===== src/hw/eeprom_host_pkg.sv =====
// Constants for the parallel EEPROM host controller
package eeprom_host_pkg;

  // ----------------------------------------
  // Bus geometry
  // ----------------------------------------
  localparam int ADDR_W = 13;
  localparam int DATA_W = 8;
  localparam int PAGE_LSB = 6;
  localparam int POLL_BIT = 7;
  localparam int SYNC_STAGES = 2;

  // ----------------------------------------
  // Timing figures
  // ----------------------------------------
  localparam int CLK_PERIOD_NS = 8;
  localparam int ACC_NS = 150;
  localparam int WP_NS = 100;
  localparam int WPH_NS = 50;
  localparam int DF_NS = 50;
  localparam int BLC_US = 150;
  localparam int PROG_MS = 10;

  // ----------------------------------------
  // Cycle counts
  // ----------------------------------------
  localparam int ACC_CYC = (ACC_NS + CLK_PERIOD_NS - 1) / CLK_PERIOD_NS;
  localparam int RD_CYC = ACC_CYC + SYNC_STAGES;
  localparam int WP_CYC = (WP_NS + CLK_PERIOD_NS - 1) / CLK_PERIOD_NS;
  localparam int WPH_CYC = (WPH_NS + CLK_PERIOD_NS - 1) / CLK_PERIOD_NS;
  localparam int DF_CYC = (DF_NS + CLK_PERIOD_NS - 1) / CLK_PERIOD_NS;
  localparam int BLC_CYC = (BLC_US * 1000) / CLK_PERIOD_NS;
  localparam int PROG_CYC = (PROG_MS * 1000000) / CLK_PERIOD_NS;

  // ----------------------------------------
  // Timer widths
  // ----------------------------------------
  localparam int PH_W = 5;
  localparam int LT_W = 21;

endpackage : eeprom_host_pkg


===== src/hw/strobe_timer.sv =====
// Loadable down-counter used to pace pin phases
module strobe_timer #(
  parameter int W = 5
) (
  // Clock and control
  input wire logic clk,
  input wire logic srst,
  input wire logic en,
  // Load
  input wire logic load,
  input wire logic [W-1:0] load_val,
  // Status
  output logic expired
);

  logic [W-1:0] cnt_q;
  logic [W-1:0] cnt_d;

  always_comb
  begin
    cnt_d = cnt_q;
    if (load)
    begin
      cnt_d = load_val;
    end
    else if (cnt_q != '0)
    begin
      cnt_d = cnt_q - 1'b1;
    end
  end

  always_ff @(posedge clk)
  begin
    if (srst)
    begin
      cnt_q <= '0;
    end
    else if (en)
    begin
      cnt_q <= cnt_d;
    end
  end

  assign expired = (cnt_q == '0);

endmodule : strobe_timer


===== src/hw/eeprom_host.sv =====
// Host controller driving a byte-wide parallel EEPROM through its pins
module eeprom_host
  import eeprom_host_pkg::*;
#(
  parameter int GAP_CYCLES = eeprom_host_pkg::BLC_CYC,
  parameter int PROG_CYCLES = eeprom_host_pkg::PROG_CYC
) (
  // Clock, reset, enable
  input wire logic clk,
  input wire logic srst,
  input wire logic en,
  // User request
  input wire logic req_valid,
  output logic req_ready,
  input wire logic req_write,
  input wire logic req_last,
  input wire logic [eeprom_host_pkg::ADDR_W-1:0] req_addr,
  input wire logic [eeprom_host_pkg::DATA_W-1:0] req_wdata,
  // User answer and status
  output logic resp_valid,
  output logic [eeprom_host_pkg::DATA_W-1:0] resp_rdata,
  output logic busy,
  output logic prog_timeout,
  // Memory pins
  output logic [eeprom_host_pkg::ADDR_W-1:0] mem_addr,
  output logic mem_ce_n,
  output logic mem_oe_n,
  output logic mem_we_n,
  output logic [eeprom_host_pkg::DATA_W-1:0] mem_dq_out,
  output logic mem_dq_oe,
  input wire logic [eeprom_host_pkg::DATA_W-1:0] mem_dq_in
);

  import eeprom_host_pkg::*;

  localparam int PAGE_W = ADDR_W - PAGE_LSB;

  typedef enum logic [2:0] {
    S_IDLE, S_READ, S_FLOAT, S_WR_LOW, S_WR_HIGH, S_OPEN, S_POLL_RD, S_POLL_GAP
  } state_t;

  // ----------------------------------------
  // State
  // ----------------------------------------
  state_t st_q, st_d;
  logic [ADDR_W-1:0] addr_q, addr_d, last_addr_q, last_addr_d;
  logic [DATA_W-1:0] data_q, data_d, rdata_q, rdata_d;
  logic [PAGE_W-1:0] page_q, page_d;
  logic ce_n_q, ce_n_d, oe_n_q, oe_n_d, we_n_q, we_n_d, dq_oe_q, dq_oe_d;
  logic open_q, open_d, close_q, close_d, last_bit_q, last_bit_d;
  logic resp_q, resp_d, tmo_q, tmo_d;
  logic [DATA_W-1:0] dq_meta_q, dq_sync_q;
  logic ph_load, ph_exp, lt_load, lt_exp;
  logic [PH_W-1:0] ph_val;
  logic [LT_W-1:0] lt_val;
  logic same_page, take, start_wr, start_poll;

  // ----------------------------------------
  // Timers
  // ----------------------------------------
  strobe_timer #(.W(PH_W)) u_phase (
    .clk(clk),
    .srst(srst),
    .en(en),
    .load(ph_load),
    .load_val(ph_val),
    .expired(ph_exp)
  );

  strobe_timer #(.W(LT_W)) u_long (
    .clk(clk),
    .srst(srst),
    .en(en),
    .load(lt_load),
    .load_val(lt_val),
    .expired(lt_exp)
  );

  // ----------------------------------------
  // Request acceptance
  // ----------------------------------------
  assign same_page = (req_addr[ADDR_W-1:PAGE_LSB] == page_q);
  assign req_ready = (st_q == S_IDLE) ||
                     ((st_q == S_OPEN) && req_write && same_page && !lt_exp);
  assign take = req_valid && req_ready && en;
  assign start_wr = take && req_write;

  // ----------------------------------------
  // Next state
  // ----------------------------------------
  always_comb
  begin
    st_d = st_q;
    addr_d = addr_q;
    last_addr_d = last_addr_q;
    data_d = data_q;
    rdata_d = rdata_q;
    page_d = page_q;
    ce_n_d = ce_n_q;
    oe_n_d = oe_n_q;
    we_n_d = we_n_q;
    dq_oe_d = dq_oe_q;
    open_d = open_q;
    close_d = close_q;
    last_bit_d = last_bit_q;
    resp_d = 1'b0;
    tmo_d = tmo_q;
    ph_load = 1'b0;
    ph_val = '0;
    lt_load = 1'b0;
    lt_val = '0;
    start_poll = 1'b0;
    unique case (st_q)
      S_IDLE:
      begin
        if (take && !req_write)
        begin
          addr_d = req_addr;
          ce_n_d = 1'b0;
          oe_n_d = 1'b0;
          ph_load = 1'b1;
          ph_val = PH_W'(RD_CYC - 1);
          st_d = S_READ;
        end
      end
      S_READ:
      begin
        if (ph_exp)
        begin
          rdata_d = dq_sync_q;
          resp_d = 1'b1;
          ce_n_d = 1'b1;
          oe_n_d = 1'b1;
          ph_load = 1'b1;
          ph_val = PH_W'(DF_CYC - 1);
          st_d = S_FLOAT;
        end
      end
      S_FLOAT:
      begin
        if (ph_exp)
        begin
          st_d = S_IDLE;
        end
      end
      S_WR_LOW:
      begin
        if (ph_exp)
        begin
          we_n_d = 1'b1;
          ce_n_d = 1'b1;
          oe_n_d = 1'b0;
          dq_oe_d = 1'b0;
          ph_load = 1'b1;
          ph_val = PH_W'(WPH_CYC - 1);
          lt_load = 1'b1;
          lt_val = LT_W'(GAP_CYCLES - 1);
          st_d = S_WR_HIGH;
        end
      end
      S_WR_HIGH:
      begin
        if (ph_exp)
        begin
          start_poll = close_q;
          st_d = S_OPEN;
        end
      end
      S_OPEN:
      begin
        if (!start_wr && lt_exp)
        begin
          start_poll = 1'b1;
        end
      end
      S_POLL_RD:
      begin
        if (ph_exp)
        begin
          ce_n_d = 1'b1;
          oe_n_d = 1'b1;
          ph_load = 1'b1;
          ph_val = PH_W'(DF_CYC - 1);
          if (dq_sync_q[POLL_BIT] == last_bit_q)
          begin
            st_d = S_FLOAT;
          end
          else if (lt_exp)
          begin
            tmo_d = 1'b1;
            st_d = S_FLOAT;
          end
          else
          begin
            st_d = S_POLL_GAP;
          end
        end
      end
      S_POLL_GAP:
      begin
        if (ph_exp)
        begin
          ce_n_d = 1'b0;
          oe_n_d = 1'b0;
          ph_load = 1'b1;
          ph_val = PH_W'(RD_CYC - 1);
          st_d = S_POLL_RD;
        end
      end
    endcase
    if (start_wr)
    begin
      addr_d = req_addr;
      last_addr_d = req_addr;
      data_d = req_wdata;
      last_bit_d = req_wdata[POLL_BIT];
      page_d = req_addr[ADDR_W-1:PAGE_LSB];
      dq_oe_d = 1'b1;
      ce_n_d = 1'b0;
      we_n_d = 1'b0;
      oe_n_d = 1'b1;
      open_d = 1'b1;
      close_d = req_last;
      tmo_d = 1'b0;
      ph_load = 1'b1;
      ph_val = PH_W'(WP_CYC - 1);
      st_d = S_WR_LOW;
    end
    if (start_poll)
    begin
      addr_d = last_addr_q;
      ce_n_d = 1'b0;
      oe_n_d = 1'b0;
      open_d = 1'b0;
      ph_load = 1'b1;
      ph_val = PH_W'(RD_CYC - 1);
      lt_load = 1'b1;
      lt_val = LT_W'(PROG_CYCLES - 1);
      st_d = S_POLL_RD;
    end
  end

  // ----------------------------------------
  // Registers
  // ----------------------------------------
  always_ff @(posedge clk)
  begin
    if (srst)
    begin
      st_q <= S_IDLE;
      addr_q <= '0;
      last_addr_q <= '0;
      data_q <= '0;
      rdata_q <= '0;
      page_q <= '0;
      ce_n_q <= 1'b1;
      oe_n_q <= 1'b1;
      we_n_q <= 1'b1;
      dq_oe_q <= 1'b0;
      open_q <= 1'b0;
      close_q <= 1'b0;
      last_bit_q <= 1'b0;
      resp_q <= 1'b0;
      tmo_q <= 1'b0;
      dq_meta_q <= '0;
      dq_sync_q <= '0;
    end
    else if (en)
    begin
      st_q <= st_d;
      addr_q <= addr_d;
      last_addr_q <= last_addr_d;
      data_q <= data_d;
      rdata_q <= rdata_d;
      page_q <= page_d;
      ce_n_q <= ce_n_d;
      oe_n_q <= oe_n_d;
      we_n_q <= we_n_d;
      dq_oe_q <= dq_oe_d;
      open_q <= open_d;
      close_q <= close_d;
      last_bit_q <= last_bit_d;
      resp_q <= resp_d;
      tmo_q <= tmo_d;
      dq_meta_q <= mem_dq_in;
      dq_sync_q <= dq_meta_q;
    end
  end

  assign mem_addr = addr_q;
  assign mem_ce_n = ce_n_q;
  assign mem_oe_n = oe_n_q;
  assign mem_we_n = we_n_q;
  assign mem_dq_out = data_q;
  assign mem_dq_oe = dq_oe_q;
  assign resp_valid = resp_q;
  assign resp_rdata = rdata_q;
  assign busy = (st_q != S_IDLE);
  assign prog_timeout = tmo_q;

  // ----------------------------------------
  // Checks
  // ----------------------------------------
  logic [LT_W-1:0] gap_q;

  always_ff @(posedge clk)
  begin
    if (srst || !we_n_q)
    begin
      gap_q <= '0;
    end
    else if (en && open_q && gap_q != '1)
    begin
      gap_q <= gap_q + 1'b1;
    end
  end
endmodule : eeprom_host


===== config.mk =====
export PLATFORM = sky130hd
export DESIGN_NAME = eeprom_host
export DESIGN_NICKNAME = d
export VERILOG_FILES = /design/src/hw/eeprom_host_pkg.sv /design/src/hw/strobe_timer.sv /design/src/hw/eeprom_host.sv
export SDC_FILE = /design/constraint.sdc
export NUM_CORES = 1
export LEC_CHECK = 0
export BUFFER_PORTS_ARGS = -buffer_cell sky130_fd_sc_hd__buf_2
export CELL_PAD_IN_SITES_DETAIL_PLACEMENT = 0
export CELL_PAD_IN_SITES_GLOBAL_PLACEMENT = 1
export CORE_ASPECT_RATIO = 1.1
export CORE_UTILIZATION = 45
export CTS_CLUSTER_DIAMETER = 150
export DETAILED_ROUTE_END_ITERATION = 6
export PLACE_DENSITY_LB_ADDON = 0.1
export SKIP_CTS_REPAIR_TIMING = 1
export SYNTH_ARGS = -nofsm -noshare
export SYNTH_HDL_FRONTEND = slang
export SYNTH_HIERARCHICAL = 1
export SYNTH_SLANG_ARGS = --single-unit
export TNS_END_PERCENT = 50

===== constraint.sdc =====
create_clock -name clk -period 13.2 [get_ports clk]
set_input_delay 1.98 -clock clk [delete_from_list [all_inputs] [get_ports clk]]
set_output_delay 1.98 -clock clk [all_outputs]
set_load 0.1 [all_outputs]

==> results of run 1 <==
[metal layers]
layer,up-vias,share of wire (%),global-route usage (%)
met5,-,0,0
met3,12,4.8,5.355
met2,76,43,32.08
met4,0,1.5,8.286
li1,2196,-,-
met1,2018,50,29.79
[worst min-delay path by stage]
stage	start	to	slack (ns)	depth (start not counted)
floorplan	u_long/cnt_q[17]	u_long/cnt_q[17]	0.44	2
global route	resp_rdata[6]	resp_rdata[6]	0.47	2
detailed placement	resp_rdata[4]	resp_rdata[4]	0.45	2
global placement	resp_rdata[7]	resp_rdata[7]	0.44	2
finish	resp_rdata[4]	resp_rdata[4]	0.46	2
CTS	resp_rdata[4]	resp_rdata[4]	0.46	2
[power groups by stage]
stage                     sequential (W)  clock, W  combinational (W)
after floorplan                 0.000440         0           0.000431
after global placement          0.000383         0           0.000549
after detailed placement        0.000385         0           0.000557
after CTS                       0.000379  0.000250           0.000559
after global routing            0.000388  0.000261           0.000614
final                           0.000380  0.000241           0.000561
[sequential cells by signal, indices dropped and copies added (netlist names)]
signal / count
u_long/cnt_q: 21
last_addr_q: 13
mem_addr: 13
dq_meta_q: 8
dq_sync_q: 8
resp_rdata: 8
mem_dq_out: 7
u_phase/cnt_q: 5
st_q: 3
close_q: 1
last_bit_q: 1
mem_ce_n: 1
mem_dq_oe: 1
mem_oe_n: 1
mem_we_n: 1
prog_timeout: 1
resp_valid: 1
[cells in the final DEF, fill, tap and decap left out, types with 13 or more instances in the layout]
master	instances
a21oi_1	38
buf_2	70
dfxtp_1	94
mux2i_1	39
nand2_1	58
nand2b_1	48
nand3_1	18
nor2_1	74
o21ai_0	26
o221a_2	13
[logic make-up after synthesis]
group	after synthesis	synth area share, %
flip-flops	94	37.78
AND/OR/NAND/NOR	256	26.33
XOR/XNOR	8	1.407
buffers and inverters	53	5.476
other	1	0.07529
adder cells (fa/ha/maj)	3	0.7537
multiplexers	41	8.289
AO/OA/AOI/OAI	136	19.89
[through the flow]
stage	area (um^2)	total power [W]	worst slack, ns	hold WS [ns]	cells
6_report	5607	0.001181	7.819	0.4555	788
5_1_grt	5607	0.001263	7.667	0.4718	788
4_1_cts	5607	0.001188	7.825	0.4582	788
3_5_place_dp	5335	0.0009419	7.817	0.4487	773
3_3_place_gp	5335	0.0009318	7.861	0.4442	773
2_1_floorplan	5000	0.0008711	7.943	0.4380	597
[final cells by class]
type                       instances  area, um^2  area share [%]
clock buffer                       9       225.2           4.017
clock inverter                     6       46.29          0.8257
inverter                          11       41.29          0.7364
multi-input combinational        450        2845           50.75
sequential                        94        1882           33.56
tap                              143       178.9           3.191
timing repair buffer              75       387.9           6.918
[worst max-delay path: stages]
cell      delay (ns)
buf_2           0.12
xnor2_1         0.22
nor4bb_1        0.42
nand3_1         0.14
nand2_1         0.09
buf_2           0.42
==> impl_results.md, run 1 <==
* VDD IR-drop max at 0.00009788 V
* Switching pwr at 0.0005268 W
* Worst r2r src: u_long/cnt_q[12]
* Status: finished, final reports clean
* Synth Flop Type: dfxtp_1
* Final period util at 40.76%
* Critical path launch point: req_addr[9]
* Ant diodes at 0
* Final Hold Viols at 0
* Sequential fraction of design power at 32.1%
* Initial DRC count at 212
* Library cells used by synthesis at 75
* Final setup fails at 0
* Synth Register Bits at 94
* F_max at 0.1858 GHz
* Core footprint at 10590 um^2
* R2R depth at 10
* Antenna violations before repair at 0
* CTS root buf: clkbuf_16
* Syn_area_per_cell at 8.414 um^2
* Minimum clock period at 5.381 ns
* Crit Path Category: in -> out
* Async SR Flop Fraction at 0%
* RSZ-0062 raised after global routing: no
* Vias per cell at 5.459
* CP endpoint: req_ready
* DIE WIDTH at 102.3 um
* Residual DRC count at 0
* Pre-antenna DRT Iters at 5
* Syn-to-layout area delta at 12.56%
* WL per Instance at 14.76 um
* Clk pwr share at 20.4%
* Clock Path Buffers at 2
* CTS sink cnt at 94
* Post-Syn Area at 4981 um^2
* Cells after synthesis at 592
* Sequential share of the synthesized area at 37.78%
* TritonCTS Buffers at 9
* First-pass GRT wire length at 19640 um
* Most common library cells after synthesis: 94 x dfxtp_1, 74 x nor2_1, 58 x nand2_1
* Crit Path Max Fanout at 3
* Worst Path Arrival at 3.40 ns
* CP endpoint kind: primary output
* Switching Share at 44.60%
* DP Wirelength at 7610 um
* Routability cong. at 0.8032
* Worst reg-to-reg setup slack at 8.93 ns
* TritonCTS clock tree: yes
* Largest net degree at the start of global routing at 124
* Die area at 11490 um^2
* Total track usage at 21.54%
* PwrDens at 210.7 nW/um^2
* Reg-to-reg endpoint: u_long/cnt_q[15]
* I/O pin cnt at 72
* Worst Hold Class: reg -> reg
* CTS clk-pin slew, worst paths at 0.06 ns
* Clock Latency Late Sink at 0.35 ns
* Static Leakage at 2.395 nW
* Synth top area share at 37.78%
* Fill count at 1044
* H-tree depth at 3
* Final Slew Violations at 0
* Clock skew at 0.01120 ns
* Critical path startpoint category: primary input
* Rel. slew slack at 27.13%
* Setup TNS at 0 ns
* Area contributors post-synth: dfxtp_1 38%, mux2i_1 7.8%, nand2b_1 6.0%, nor2_1 5.6%, nand2_1 4.4%
* Yosys Warn Count at 6
* Post-synth EDFFs at 0
* Util after Layout at 52.95%
* Remaining antenna violation count at 0
* Layout cells sized above 1 at 19.69%
* Final WL at 11630 um
* Comb power frac at 47.5%
* MaxCap Viol Count at 0
* Worst endpoint required time at 11.22 ns
* Num rows at 39
* Cell taking the most area after synthesis: dfxtp_1
* Overflow after GRT at 0
* Initial Util at 47.04%
* Worst slew pin tran at 1.093 ns
* Most frequent cell after synthesis: dfxtp_1
* DR vias at 4302
* Final Net Count at 679
* Internal power at 0.0006544 W
* Die height at 112.3 um
* IO buf count at 71
* Number of global-route vias before repair at 4096
Note: power is estimated with default switching activity, not from simulation.
==> inputs of run 2 (changes only) <==
--- a/config.mk
+++ b/config.mk
@@ -9,7 +9,7 @@
 export CELL_PAD_IN_SITES_DETAIL_PLACEMENT = 0
 export CELL_PAD_IN_SITES_GLOBAL_PLACEMENT = 1
 export CORE_ASPECT_RATIO = 1.1
-export CORE_UTILIZATION = 45
+export CORE_UTILIZATION = 39
 export CTS_CLUSTER_DIAMETER = 150
 export DETAILED_ROUTE_END_ITERATION = 6
 export PLACE_DENSITY_LB_ADDON = 0.1
==> constraint.sdc (replaced) <==
create_clock -name clk -period 4.7 [get_ports clk]
set_input_delay 0.705 -clock clk [delete_from_list [all_inputs] [get_ports clk]]
set_output_delay 0.705 -clock clk [all_outputs]
set_load 0.1 [all_outputs]
==> run 2 against run 1 <==
Net effect: combinational power grew to 2.8 times the previous value; design area up 0.94%; clock skew decreased by 0.0044 ns; first-iteration DRC count is 4.7% higher; clock power rose to 2.9 times the previous value; global-route usage is 2.1 points lower; critical path type is now reg -> reg; register-to-register slack worse by 8.1 ns; highest routed layer unchanged; utilization down 6.7 points; wire length up 5.1%; sequential share of layout area down 0.31 points; hold slack lost 0.0017 ns; largest power group unchanged; largest cell class unchanged.
==> impl_results.md, run 2 (synthesis results as in run 1) <==
* F_max at 0.2617 GHz
* Setup TNS at 0 ns (unchanged)
* Final period util at 81.29%
* RSZ-0062 raised after global routing: no
* Static Leakage at 2.419 nW (+1.0%)
* Final Slew Violations at 0 (unchanged)
* DR vias at 4350 (+1.1%)
* CP top delay family: simple AND/OR/NAND/NOR gates
* CTS sink cnt at 94 (unchanged)
* Die area at 13230 um^2 (+15%)
* H-tree depth at 3 (unchanged)
* Layout cells sized above 1 at 20.31% (+0.62 points)
* Final worst slack at 0.8793 ns (-6.940 ns)
* Final Net Count at 683 (+0.59%)
* Crit-path slowest cell: o41a_1
* Clock Path Buffers at 2 (unchanged)
* Initial Util at 40.68% (-6.4 points)
* Critical path startpoint category: flop
* CP endpoint kind: flop
* VDD IR-drop max at 0.0003202 V (+230%)
* Crit Path Max Fanout at 23 (+20)
* Crit-path cells: or3_1, or4_4, nor3_1, buf_4, nand2_1, a21oi_1, or2_2, o41a_1, o21ai_0, a31o_1
* Worst r2r src: u_long/cnt_q[12]
* CTS clk-pin slew, worst paths at 0.07 ns (about the same)
* Status: finished, final reports clean
* Biggest register: u_long/cnt_q
* Syn-to-layout area delta at 13.61%
* Num rows at 42 (+7.7%)
* Vias per cell at 5.410 (-0.90%)
* Residual DRC count at 0 (unchanged)
* Final WL at 12230 um (+5.1%)
* Crit-path max cell delay at 0.65 ns (+0.23 ns)
* I/O pin cnt at 72 (unchanged)
* Total track usage at 19.47% (-2.1 points)
* Clock skew at 0.006835 ns (-0.004365 ns)
* Crit Path Category: reg -> reg
* DIE WIDTH at 109.8 um (+7.3%)
* PwrDens at 592.5 nW/um^2 (+180%)
* Reg-to-reg endpoint: u_long/cnt_q[15]
* Remaining antenna violation count at 0 (unchanged)
* DP Wirelength at 8387 um (+10%)
* Post-Place Setup Slack at 0.9603 ns (-6.856 ns)
* Pre-antenna DRT Iters at 5 (unchanged)
* TritonCTS Buffers at 9 (unchanged)
* Final Hold Viols at 0 (unchanged)
* Worst Hold End: resp_rdata[4]
* Worst slew pin tran at 0.9318 ns (-0.1613 ns)
* Worst endpoint required time at 4.94 ns (-6.28 ns)
* Most frequent cells in the layout: 94 x dfxtp_1, 74 x nor2_1, 70 x buf_2
* Hold-critical path depth at 2 (unchanged)
* Initial DRC count at 222 (+4.7%)
* CTS root buf: clkbuf_16
* Die height at 120.5 um (+7.3%)
* Clock Latency Late Sink at 0.35 ns (about the same)
* Routability cong. at 0.7799 (-2.9%)
* R2R depth at 10 (unchanged)
* Ant diodes at 0 (unchanged)
* Rel. slew slack at 37.67% (+11 points)
* IO buf count at 71 (unchanged)
* Overflow after GRT at 0 (unchanged)
* Antenna violations before repair at 0 (unchanged)
* Hold Crit Start: resp_rdata[4]
* Minimum clock period at 3.821 ns
* Commonest non-fill, non-tap cell in the layout: dfxtp_1
* MaxCap Viol Count at 0 (unchanged)
* Max reg flops at 21 (unchanged)
* First-pass GRT wire length at 20250 um (+3.1%)
* Worst Path Arrival at 4.06 ns (+0.66 ns)
* WP buf/inv at 1 (-1)
* WL per Instance at 15.21 um (+3.0%)
* Worst Hold Class: reg -> reg
* Final setup fails at 0 (unchanged)
* Worst reg-to-reg setup slack at 0.88 ns (-8.05 ns)
* TritonCTS clock tree: yes
* Fill count at 1245 (+19%)
* Largest net degree at the start of global routing at 69 (-44%)
* Core footprint at 12240 um^2 (+16%)
* Number of global-route vias before repair at 4071 (-0.61%)
## run 2: layer usage
layer | track usage (%) | wire length (um) | vias up
met3 | 4.043 | 562 | 16
met5 | 0 | 0 | -
met2 | 30.39 | 5762 | 98
met4 | 8.000 | 223 | 0
li1 | - | - | 2197
met1 | 25.92 | 5682 | 2039
## run 2: where the power goes
| part | leakage [nW] | internal, W | switching (W) | total [W] |
|---|---|---|---|---|
| logic | 1.52 | 0.000548 | 0.00104 | 0.00159 |
| registers | 0.767 | 0.000935 | 0.000132 | 0.00107 |
| clock network | 0.133 | 0.000365 | 0.000333 | 0.000699 |
## run 2: worst max-delay path by stage
| stage | from | end | slack [ns] | cells past startpoint |
|---|---|---|---|---|
| finish | u_long/cnt_q[12] | u_long/cnt_q[15] | 0.88 | 10 |
| global route | u_long/cnt_q[12] | u_long/cnt_q[15] | 0.70 | 10 |
| CTS | u_long/cnt_q[12] | u_long/cnt_q[15] | 0.92 | 10 |
| global placement | u_long/cnt_q[12] | u_long/cnt_q[15] | 1.00 | 10 |
| floorplan | u_long/cnt_q[12] | u_long/cnt_q[9] | 0.48 | 15 |
| detailed placement | u_long/cnt_q[12] | u_long/cnt_q[15] | 0.96 | 10 |
## run 2: worst min-delay path: cells and delay by family, from the launching register on
| family | cells | cell delay [ns] |
|---|---|---|
| AO/OA/AOI/OAI | 1 | 0.05 |
| flip-flops | 1 | 0.31 |
| AND/OR/NAND/NOR | 1 | 0.05 |
## run 2: metrics by stage
stage | cells | util, % | hold WS [ns] | power [W] | area (um^2)
after floorplan | 597 | - | 0.4380 | 0.002446 | 5000
after global placement | 788 | 43.93 | 0.4421 | 0.002648 | 5379
after detailed placement | 788 | 43.93 | 0.4444 | 0.002659 | 5379
after CTS | 804 | 46.22 | 0.4544 | 0.003376 | 5659
after global routing | 804 | 46.22 | 0.4860 | 0.003589 | 5659
final | 804 | 46.22 | 0.4537 | 0.003353 | 5659
## run 2: layout make-up
type	count	area, um^2	share of cell area (%)
Sequential cell	94	1882	33.25
Multi-Input combinational cell	450	2845	50.28
Inverter	11	41.29	0.7296
Timing Repair Buffer	79	417.9	7.384
Clock buffer	9	225.2	3.980
Tap cell	154	192.7	3.405
Clock inverter	7	55.05	0.9728
